===== src/common/stmp_pkg.sv =====
// Package: constants, states and carriers for the SCSI target message and phase control block
package stmp_pkg;

  // APB register byte offsets
  localparam logic [7:0] REG_CTRL   = 8'h00;
  localparam logic [7:0] REG_STATUS = 8'h04;
  localparam logic [7:0] REG_SENSE  = 8'h08;
  localparam logic [7:0] REG_RETRY  = 8'h0C;

  // Control register field positions
  localparam int CTRL_PARITY_EN   = 0;
  localparam int CTRL_DISC_REQ    = 1;
  localparam int CTRL_RESEL_REQ   = 2;
  localparam int CTRL_CMD_DONE    = 3;
  localparam int CTRL_WRITE_CMD   = 4;
  localparam logic [31:0] CTRL_RESET = 32'h0000_0001;

  // Message codes
  localparam logic [7:0] MSG_COMPLETE   = 8'h00;
  localparam logic [7:0] MSG_RESTORE    = 8'h03;
  localparam logic [7:0] MSG_DISCONNECT = 8'h04;
  localparam logic [7:0] MSG_INIT_ERR   = 8'h05;
  localparam logic [7:0] MSG_ABORT      = 8'h06;
  localparam logic [7:0] MSG_REJECT     = 8'h07;
  localparam logic [7:0] MSG_DEV_RESET  = 8'h0C;

  // Identify byte layout
  localparam int ID_FLAG_BIT   = 7;
  localparam int ID_DISC_BIT   = 6;
  localparam int ID_ROUTINE_BIT = 5;
  localparam int ID_LUN_HI     = 2;
  localparam logic [2:0] ID_LUN_VALUE = 3'h0;

  // Status and sense values
  localparam logic [7:0] STATUS_CHECK    = 8'h02;
  localparam logic [3:0] SENSE_ABORTED   = 4'hB;
  localparam logic [7:0] ASC_PARITY_CDB  = 8'h43;
  localparam logic [7:0] ASCQ_ZERO       = 8'h00;
  localparam logic [7:0] FSC_CDB_RETRY   = 8'hE0;

  // CDB retries: 15 retries, 16 attempts
  localparam logic [3:0] CDB_RETRY_MAX = 4'hF;

  // Reset values
  localparam logic [7:0] BYTE_ZERO = 8'h00;

  // Bus phases driven by the target
  typedef enum logic [3:0] {
    ST_BUS_FREE   = 4'b0000,
    ST_MSG_OUT    = 4'b0001,
    ST_COMMAND    = 4'b0011,
    ST_DATA       = 4'b0010,
    ST_STATUS     = 4'b0110,
    ST_MSG_IN     = 4'b0111,
    ST_MSG_HOLD   = 4'b0101,
    ST_RESELECT   = 4'b0100,
    ST_MSG_IN_ID  = 4'b1100
  } stmp_state_t;

  // One byte taken from the bus with its handshake
  typedef struct packed {
    logic       valid;
    logic       parity_err;
    logic [7:0] data;
  } stmp_byte_t;

  // Sense data held for the initiator
  typedef struct packed {
    logic       bus_parity_error_flag;
    logic [3:0] key;
    logic [7:0] asc;
    logic [7:0] ascq;
    logic [7:0] fault_symptom_code;
  } stmp_sense_t;

  // Helper: CDB length from the group code in byte 0
  function automatic logic [3:0] stmp_cdb_len(input logic [7:0] op);
    case (op[7:5])
      3'h0:    stmp_cdb_len = 4'h6;
      3'h1,
      3'h2:    stmp_cdb_len = 4'hA;
      3'h5:    stmp_cdb_len = 4'hC;
      default: stmp_cdb_len = 4'h6;
    endcase
  endfunction

endpackage


===== src/hdl/stmp_ctrl.sv =====
// Target message and phase sequencer with APB control and status registers
// ============================================================
//
// The APB register port and the placing of the registers are this design's own decisions.
`timescale 1ns/1ps

module stmp_ctrl
  import stmp_pkg::*;
(
  input  wire logic              core_clk,       // 10 MHz core clock
  input  wire logic              rst,            // Sync reset, bus reset or power-on
  input  wire logic              psel,           // APB select
  input  wire logic              penable,        // APB enable
  input  wire logic              pwrite,         // APB direction
  input  wire logic [7:0]        paddr,          // APB byte address
  input  wire logic [31:0]       pwdata,         // APB write data
  output logic                   pready,         // APB ready
  output logic [31:0]            prdata,         // APB read data
  output logic                   pslverr,        // APB error, unmapped address
  input  wire logic              sel_done,       // Selection phase completed (pulse)
  input  wire logic              sel_atn,        // Attention seen during selection
  input  wire logic              sel_parity_err, // Parity error in selection
  input  wire logic              atn_pin,        // Attention pin, asynchronous
  input  wire stmp_pkg::stmp_byte_t rx_byte,     // Byte taken from initiator
  input  wire logic              tx_ack,         // Initiator took the sent byte
  input  wire logic              cmd_is_sense,   // Decoded command is sense or inquiry
  output stmp_pkg::stmp_state_t  phase,          // Current bus phase
  output logic                   busy_oe,        // Busy driven by target
  output logic                   tx_valid,       // Byte to send is valid
  output logic [7:0]             tx_data,        // Byte to send
  output logic                   cmd_ready,      // Full CDB received (pulse)
  output logic                   path_ok         // Identify has set up the path
);

  // ============================================================
  // Attention synchroniser
  logic atn_meta;
  logic atn_sync;

  always_ff @(posedge core_clk)
  begin
    if (rst)
    begin
      atn_meta <= 1'b0;
      atn_sync <= 1'b0;
    end
    else
    begin
      atn_meta <= atn_pin;
      atn_sync <= atn_meta;
    end
  end

  // ============================================================
  // Registers
  logic [31:0] ctrl;
  stmp_sense_t sense;
  logic        disc_allowed;
  logic        first_seq;
  logic        msg_retried;
  logic        after_msg_out;
  logic        atn_pending;
  logic [3:0]  cdb_retry;
  logic [3:0]  cdb_count;
  logic [3:0]  cdb_len;
  logic        sel_perr_seen;
  logic        disconnected;
  logic        catastrophic;
  logic        cmd_start;

  wire parity_on = ctrl[CTRL_PARITY_EN];
  wire rx_ok     = rx_byte.valid && !(parity_on && rx_byte.parity_err);
  wire rx_bad    = rx_byte.valid && parity_on && rx_byte.parity_err;
  wire apb_wr    = psel && penable && pwrite;

  // ============================================================
  // APB slave, single wait-free access phase
  always_ff @(posedge core_clk)
  begin
    if (rst)
    begin
      pready  <= 1'b0;
      prdata  <= 32'h0000_0000;
      pslverr <= 1'b0;
    end
    else
    begin
      pready  <= psel && !penable;
      pslverr <= 1'b0;
      if (psel && !penable)
      begin
        case (paddr)
          REG_CTRL:   prdata <= ctrl;
          REG_STATUS: prdata <= {20'h00000, catastrophic, disconnected, disc_allowed, path_ok,
                                 msg_retried, sel_perr_seen, 2'h0, phase};
          REG_SENSE:  prdata <= {3'h0, sense.bus_parity_error_flag, sense.key, sense.asc,
                                 sense.ascq, sense.fault_symptom_code};
          REG_RETRY:  prdata <= {28'h0000000, cdb_retry};
          default:
          begin
            prdata  <= 32'h0000_0000;
            pslverr <= 1'b1;
          end
        endcase
      end
    end
  end

  // Control bits; request bits self-clear in the phase that serves them, whether acted on or not
  always_ff @(posedge core_clk)
  begin
    if (rst)
      ctrl <= CTRL_RESET;
    else if (apb_wr && pready && paddr == REG_CTRL)
      ctrl <= pwdata;
    else
    begin
      if (phase == ST_DATA && ctrl[CTRL_DISC_REQ])
        ctrl[CTRL_DISC_REQ] <= 1'b0;
      if (phase == ST_BUS_FREE && ctrl[CTRL_RESEL_REQ])
        ctrl[CTRL_RESEL_REQ] <= 1'b0;
      if (phase == ST_DATA && ctrl[CTRL_CMD_DONE])
        ctrl[CTRL_CMD_DONE] <= 1'b0;
    end
  end

  // ============================================================
  // Sense data
  always_ff @(posedge core_clk)
  begin
    if (rst)
      sense <= '0;
    else if (phase == ST_COMMAND && rx_bad && cdb_retry == CDB_RETRY_MAX)
      sense <= '{1'b1, SENSE_ABORTED, ASC_PARITY_CDB, ASCQ_ZERO, FSC_CDB_RETRY};
    else if (phase == ST_COMMAND && rx_bad && !path_ok)
      sense <= '{1'b1, SENSE_ABORTED, BYTE_ZERO, BYTE_ZERO, BYTE_ZERO};
    else if (phase == ST_DATA && rx_bad && ctrl[CTRL_WRITE_CMD] && !path_ok)
      sense <= '{1'b1, SENSE_ABORTED, BYTE_ZERO, BYTE_ZERO, BYTE_ZERO};
    else if (cmd_start && !cmd_is_sense)
      sense <= '0;
  end

  // ============================================================
  // Phase sequencer
  always_ff @(posedge core_clk)
  begin
    if (rst)
    begin
      phase         <= ST_BUS_FREE;
      busy_oe       <= 1'b0;
      tx_valid      <= 1'b0;
      tx_data       <= BYTE_ZERO;
      cmd_ready     <= 1'b0;
      path_ok       <= 1'b0;
      disc_allowed  <= 1'b0;
      first_seq     <= 1'b0;
      msg_retried   <= 1'b0;
      after_msg_out <= 1'b0;
      atn_pending   <= 1'b0;
      cdb_retry     <= 4'h0;
      cdb_count     <= 4'h0;
      cdb_len       <= 4'h6;
      sel_perr_seen <= 1'b0;
      disconnected  <= 1'b0;
      catastrophic  <= 1'b0;
      cmd_start     <= 1'b0;
    end
    else
    begin
      cmd_ready <= 1'b0;
      cmd_start <= 1'b0;
      case (phase)
        ST_BUS_FREE:
        begin
          busy_oe  <= 1'b0;
          tx_valid <= 1'b0;
          if (sel_done)
          begin
            busy_oe       <= 1'b1;
            cdb_retry     <= 4'h0;
            msg_retried   <= 1'b0;
            sel_perr_seen <= sel_parity_err;
            catastrophic  <= 1'b0;
            after_msg_out <= 1'b0;
            first_seq     <= 1'b1;
            cdb_count     <= 4'h0;
            disconnected  <= 1'b0;
            if (sel_atn)
              phase <= sel_parity_err ? ST_MSG_HOLD : ST_MSG_OUT;
            else
            begin
              path_ok <= 1'b0;
              phase   <= ST_COMMAND;
            end
          end
          else if (disconnected && ctrl[CTRL_RESEL_REQ])
          begin
            busy_oe <= 1'b1;
            phase   <= ST_RESELECT;
          end
        end
        ST_MSG_HOLD:
          if (!atn_sync)
          begin
            sel_perr_seen <= 1'b0;
            phase         <= ST_MSG_OUT;
          end
        ST_MSG_OUT:
          if (rx_bad)
          begin
            if (msg_retried)
            begin
              busy_oe <= 1'b0;
              phase   <= ST_BUS_FREE;
            end
            else
            begin
              msg_retried <= 1'b1;
              phase       <= ST_MSG_HOLD;
            end
          end
          else if (rx_ok)
          begin
            msg_retried <= 1'b0;
            if (first_seq)
            begin
              first_seq <= 1'b0;
              if (rx_byte.data[ID_FLAG_BIT] && !rx_byte.data[ID_ROUTINE_BIT]
                  && rx_byte.data[ID_LUN_HI:0] == ID_LUN_VALUE)
              begin
                path_ok      <= 1'b1;
                disc_allowed <= rx_byte.data[ID_DISC_BIT];
                phase        <= atn_sync ? ST_MSG_OUT : ST_COMMAND;
              end
              else
              begin
                // Abort, device reset, or anything illegal ends the nexus
                busy_oe <= 1'b0;
                path_ok <= 1'b0;
                phase   <= ST_BUS_FREE;
              end
            end
            else if (rx_byte.data == MSG_ABORT || rx_byte.data == MSG_DEV_RESET
                     || ((rx_byte.data == MSG_REJECT || rx_byte.data == MSG_INIT_ERR) && after_msg_out))
            begin
              catastrophic <= rx_byte.data != MSG_ABORT && rx_byte.data != MSG_DEV_RESET;
              busy_oe      <= 1'b0;
              path_ok      <= 1'b0;
              phase        <= ST_BUS_FREE;
            end
            else if (atn_sync)
              phase <= ST_MSG_OUT;
            else
            begin
              after_msg_out <= 1'b1;
              phase         <= (cdb_count == cdb_len && cdb_count != 4'h0) ? ST_DATA : ST_COMMAND;
            end
          end
        ST_COMMAND:
          if (rx_bad)
          begin
            cdb_count <= 4'h0;
            if (!path_ok)
            begin
              tx_valid <= 1'b1;
              tx_data  <= STATUS_CHECK;
              phase    <= ST_STATUS;
            end
            else if (cdb_retry == CDB_RETRY_MAX)
            begin
              tx_valid <= 1'b1;
              tx_data  <= STATUS_CHECK;
              phase    <= ST_STATUS;
            end
            else
            begin
              cdb_retry <= cdb_retry + 4'h1;
              tx_valid  <= 1'b1;
              tx_data   <= MSG_RESTORE;
              phase     <= ST_MSG_IN;
            end
          end
          else if (rx_ok)
          begin
            if (cdb_count == 4'h0)
            begin
              cdb_len   <= stmp_cdb_len(rx_byte.data);
              cmd_start <= 1'b1;
            end
            cdb_count <= cdb_count + 4'h1;
            if ((cdb_count == 4'h0 ? stmp_cdb_len(rx_byte.data) : cdb_len) == cdb_count + 4'h1)
            begin
              cmd_ready <= 1'b1;
              // Attention held back until the last CDB byte
              phase     <= (atn_sync && path_ok) ? ST_MSG_OUT : ST_DATA;
            end
          end
        ST_DATA:
          if (rx_bad && ctrl[CTRL_WRITE_CMD] && !path_ok)
          begin
            tx_valid <= 1'b1;
            tx_data  <= STATUS_CHECK;
            phase    <= ST_STATUS;
          end
          else if ((rx_ok || tx_ack) && atn_sync && path_ok)
            phase <= ST_MSG_OUT;
          else if (ctrl[CTRL_DISC_REQ] && disc_allowed)
          begin
            tx_valid <= 1'b1;
            tx_data  <= MSG_DISCONNECT;
            phase    <= ST_MSG_IN;
          end
          else if (ctrl[CTRL_CMD_DONE])
          begin
            tx_valid <= 1'b1;
            tx_data  <= STATUS_CHECK & {8{sense.bus_parity_error_flag}};
            phase    <= ST_STATUS;
          end
        ST_STATUS:
          if (tx_ack)
          begin
            tx_data <= MSG_COMPLETE;
            phase   <= (atn_sync && path_ok) ? ST_MSG_OUT : ST_MSG_IN;
            tx_valid <= !(atn_sync && path_ok);
          end
        ST_MSG_IN:
          if (tx_ack)
          begin
            tx_valid <= 1'b0;
            if (atn_sync && path_ok)
              phase <= ST_MSG_OUT;
            else if (tx_data == MSG_RESTORE)
              phase <= ST_COMMAND;
            else
            begin
              disconnected <= tx_data == MSG_DISCONNECT;
              busy_oe      <= 1'b0;
              phase        <= ST_BUS_FREE;
            end
          end
        ST_RESELECT:
        begin
          tx_valid <= 1'b1;
          tx_data  <= {1'b1, disc_allowed, 3'h0, ID_LUN_VALUE};
          phase    <= ST_MSG_IN_ID;
        end
        ST_MSG_IN_ID:
          if (tx_ack)
          begin
            tx_valid     <= 1'b0;
            disconnected <= 1'b0;
            phase        <= ST_DATA;
          end
        default:
        begin
          busy_oe <= 1'b0;
          phase   <= ST_BUS_FREE;
        end
      endcase
    end
  end

endmodule


===== config.mk =====
export PLATFORM = sky130hd
export DESIGN_NAME = stmp_ctrl
export DESIGN_NICKNAME = d
export VERILOG_FILES = /design/src/common/stmp_pkg.sv /design/src/hdl/stmp_ctrl.sv
export SDC_FILE = /design/constraint.sdc
export NUM_CORES = 1
export LEC_CHECK = 0
export ABC_AREA = 0
export ABC_CLOCK_PERIOD_IN_PS = 2560
export BUFFER_PORTS_ARGS = -buffer_cell sky130_fd_sc_hd__buf_4
export CAP_MARGIN = 15
export CORE_ASPECT_RATIO = 1.25
export CORE_MARGIN = 5
export CORE_UTILIZATION = 54
export DETAILED_ROUTE_END_ITERATION = 7
export PLACE_DENSITY = 0.8
export SLEW_MARGIN = 10
export SYNTH_ARGS = -nofsm -noshare
export SYNTH_HDL_FRONTEND = slang
export SYNTH_SLANG_ARGS = --single-unit
export TNS_END_PERCENT = 5

===== constraint.sdc =====
create_clock -name core_clk -period 2.56 [get_ports core_clk]
set_input_delay 0.128 -clock core_clk [delete_from_list [all_inputs] [get_ports core_clk]]
set_output_delay 0.128 -clock core_clk [all_outputs]
set_load 0.01 [all_outputs]

==> impl_results.md <==
- WL/cell: 17.6 µm
- Register area share after synthesis: 40.8%
- Critical Path Start Type: flop
- Area Growth Syn to Fin: 23.6%
- Simple-Gate Fraction of Synth Area: 25.5%
- Synth top area cells: dfxtp_1, nand2_1, a21oi_1
- Hold slack: 5.01 ps
- FILL cells: 773
- Pre-Repair DR Iteration Count: 6
- Max Cap Viol: 0
- Final antenna diode count: 0
- PD cells: 692 nW/µm²
- # setup viols final: 0
- Post-synthesis adder-cell area fraction: 0.751%
- I/O Buffers: 107
- Period minus WS final: 2330 ps
- DRC Markers: 0
- YS warnings: 0
- Hold Fails Final Rpt: 0
- FF+latch count, synth: 102
- CTS tree: done
- Rel. slew slack: 49.7%
- Synth Flop Type: dfxtp_1
- Max-slew violations: 0
- Max Clock Freq: 428 MHz
- R2r startpoint: phase[3]
- Crit Path Max Fanout: 14
- Core ar.: 9080 µm²
- Post-Synthesis Cells: 620
- Vias in the first global route: 4,684
- Period utilization: 91.2%
- Crit path arrival time: 2610 ps
- Root Driver: clkbuf_16
- HP Start: atn_pin
- GRT Overall Usage: 26.1%
- Critical Path RT: 2830 ps
- IR drop worst, VDD: 0.527 mV
- Worst hold path type: in2reg
- Die Area: 11,300 µm²
- Area fraction of the dominant cell type after synthesis: 40.8%
- Max Buffers Root-to-Sink: 2
- Chip Width: 96.1 µm
- Post-synthesis compound-gate area fraction: 20.1%
- Distinct cells, synth: 70
- Crit. Startpoint: phase[3]
- Grt total ovfl: 0
- First-pass GRT wire length: 23,100 µm
- Largest net degree at the start of global routing: 47
- Leakage: 2.48 nW
- TNS Setup: 0 ps
- Post-synthesis mux area share: 4.10%
- Cell area after layout: 6180 µm²
- Total routed wirelength: 14,800 µm
- Outcome: finished, final reports clean
- Nets: 777
- Synth Area per Inst: 8.06 µm²
- GP Congestion: 1.00
- Largest family of logic cells by synthesized area: simple AND/OR/NAND/NOR gates
- Clock slew at reported path FFs: 70 ps
- Clock tree sinks: 102
- Via density: 5.81
- Via count of the routed design: 4,877
- Post-DP Area: 5840 µm²
- Least-Margin Pin Slew: 754 ps
- Synth area leader: dfxtp_1
- Post-synth EDFFs: 0
- Depth of the CTS H-tree: 3
- Crit end category: flop
- Dpl hpwl: 11,000 µm
- XOR/XNOR share of the synthesized area: 1.75%
- Post-Syn Area: 5000 µm²
- Row count: 39
- Initial antenna violation count: 0
- Setup skew after layout: 7.13 ps
- Layout cells sized above 1: 22.3%
- # IOs: 111
- FFs w/ async S/R, synth: 0%
- Number of buffers created by CTS: 9
- RSZ-0062 raised after global routing: no
- Clk_lat worst skew: 340 ps
- Detail Route Antenna Nets: 0
- Starting density of the core: 55.1%
- Starting DRT DRC Count: 293
- Die Ht: 118 µm
- CP Class: reg2reg
[layer usage]
metal / vias to the layer above / track usage, % / routed length, µm
li1: 2368 / - / -
met1: 2269 / 30.7 / 5780
met4: 0 / 13.7 / 623
met2: 197 / 43.3 / 7370
met5: - / 0 / 0
met3: 43 / 5.43 / 1020
[power breakdown]
part | switching [mW] | internal (mW)
Combinational | 0.602 | 0.474
Sequential | 0.0996 | 1.65
Clock | 0.575 | 0.881
Total | 1.28 | 3.00
[critical path, stage by stage (launching register included)]
cell and delay [ps]:
dfxtp_1 610, or4b_1 390, o221ai_2 170, or4_4 560
or3_1 390, a21oi_1 140
[synth_stat cells, types with 4 or more instances]
master / instances
and3_1: 8
clkbuf_1: 33
clkbuf_8: 4
a21oi_1: 65
nor2b_1: 5
mux2i_1: 16
xor2_1: 6
nand3b_1: 4
nor2_1: 68
buf_6: 5
nor3b_1: 4
nand3_1: 14
nor4_1: 8
nor3_1: 19
inv_1: 16
nand2_1: 94
a22oi_1: 35
o22ai_1: 5
nand2b_1: 7
buf_4: 6
xnor2_1: 4
mux2_2: 4
dfxtp_1: 102
o21ai_0: 21
[area by class of cell]
| type | count | area (µm²) | area share (%) |
|---|---|---|---|
| multi-input combinational | 455 | 2630 | 42.6 |
| sequential | 102 | 2040 | 33.0 |
| timing repair buffer | 129 | 971 | 15.7 |
| clock buffer | 10 | 239 | 3.87 |
| tap | 123 | 154 | 2.49 |
| clock inverter | 5 | 82.6 | 1.34 |
| inverter | 16 | 60.1 | 0.972 |
[through the flow]
step                      power, mW  worst slack [ps]  utilization (%)  cells
after global routing           4.46              92.6             68.1    840
after floorplan                2.48               485                -    622
after CTS                      4.28               261             68.0    840
final                          4.28               226             68.1    840
after global placement         2.82               340             64.4    824
after detailed placement       2.83               262             64.4    824
[logic make-up (layout without fill, tap and decap cells)]
| kind of cell | Yosys count | in the layout |
|---|---|---|
| AND/OR/NAND/NOR | 262 | 262 |
| AO/OA/AOI/OAI | 157 | 157 |
| flip-flops | 102 | 102 |
| buffers and inverters | 65 | 160 |
| multiplexers | 20 | 20 |
| XOR/XNOR | 10 | 10 |
| adder cells (fa/ha/maj) | 3 | 3 |
| other | 1 | 3 |
[layout by cell type (no fill, tap or decap), types with 3 or more instances in the layout]
cell type  instances
mux2i_1           16
nor4b_1            3
nand3b_1           4
nor3b_1            4
nand4_1            3
nor3_1            18
nor2_1            68
inv_1             16
xnor2_1            4
o41ai_1            3
nand3_1           14
xor2_1             6
mux2_2             4
and3_1             8
and2_1             3
nor2b_1            5
a21oi_1           65
o22ai_1            5
clkbuf_16          9
or3_1              3
ha_1               3
a22oi_1           35
buf_4            128
nor4_1             7
o21ai_0           21
nand2_1           94
nand2b_1           7
dfxtp_1          102
a211oi_1           3
conb_1             3
[registers in the layout (all words and copies together), names as in the netlist, 2 cells and up]
name / cells
cdb_count: 4
ctrl: 32
cdb_retry: 4
tx_data: 5
phase: 4
prdata: 32
sense: 2
cdb_len: 3
[path summary, 6_finish.rpt]
| check | cells past startpoint | slack [ps] | end |
|---|---|---|---|
| worst max register to register | 5 | 230 | tx_data[0] |
| worst min register to register | 1 | 430 | atn_sync |
| worst min-delay path | 2 | 5 | atn_meta |
| worst max-delay path | 5 | 230 | tx_data[0] |
[timing repair]
item / CTS / global route
gates resized for setup: 0 / 1
endpoints found under the setup margin: 0 / 2
hold endpoints to repair: 1 / 0
hold buffers: 1 / 0
setup buffers: 0 / 0
No activity file was read; power rests on OpenSTA's default activity.
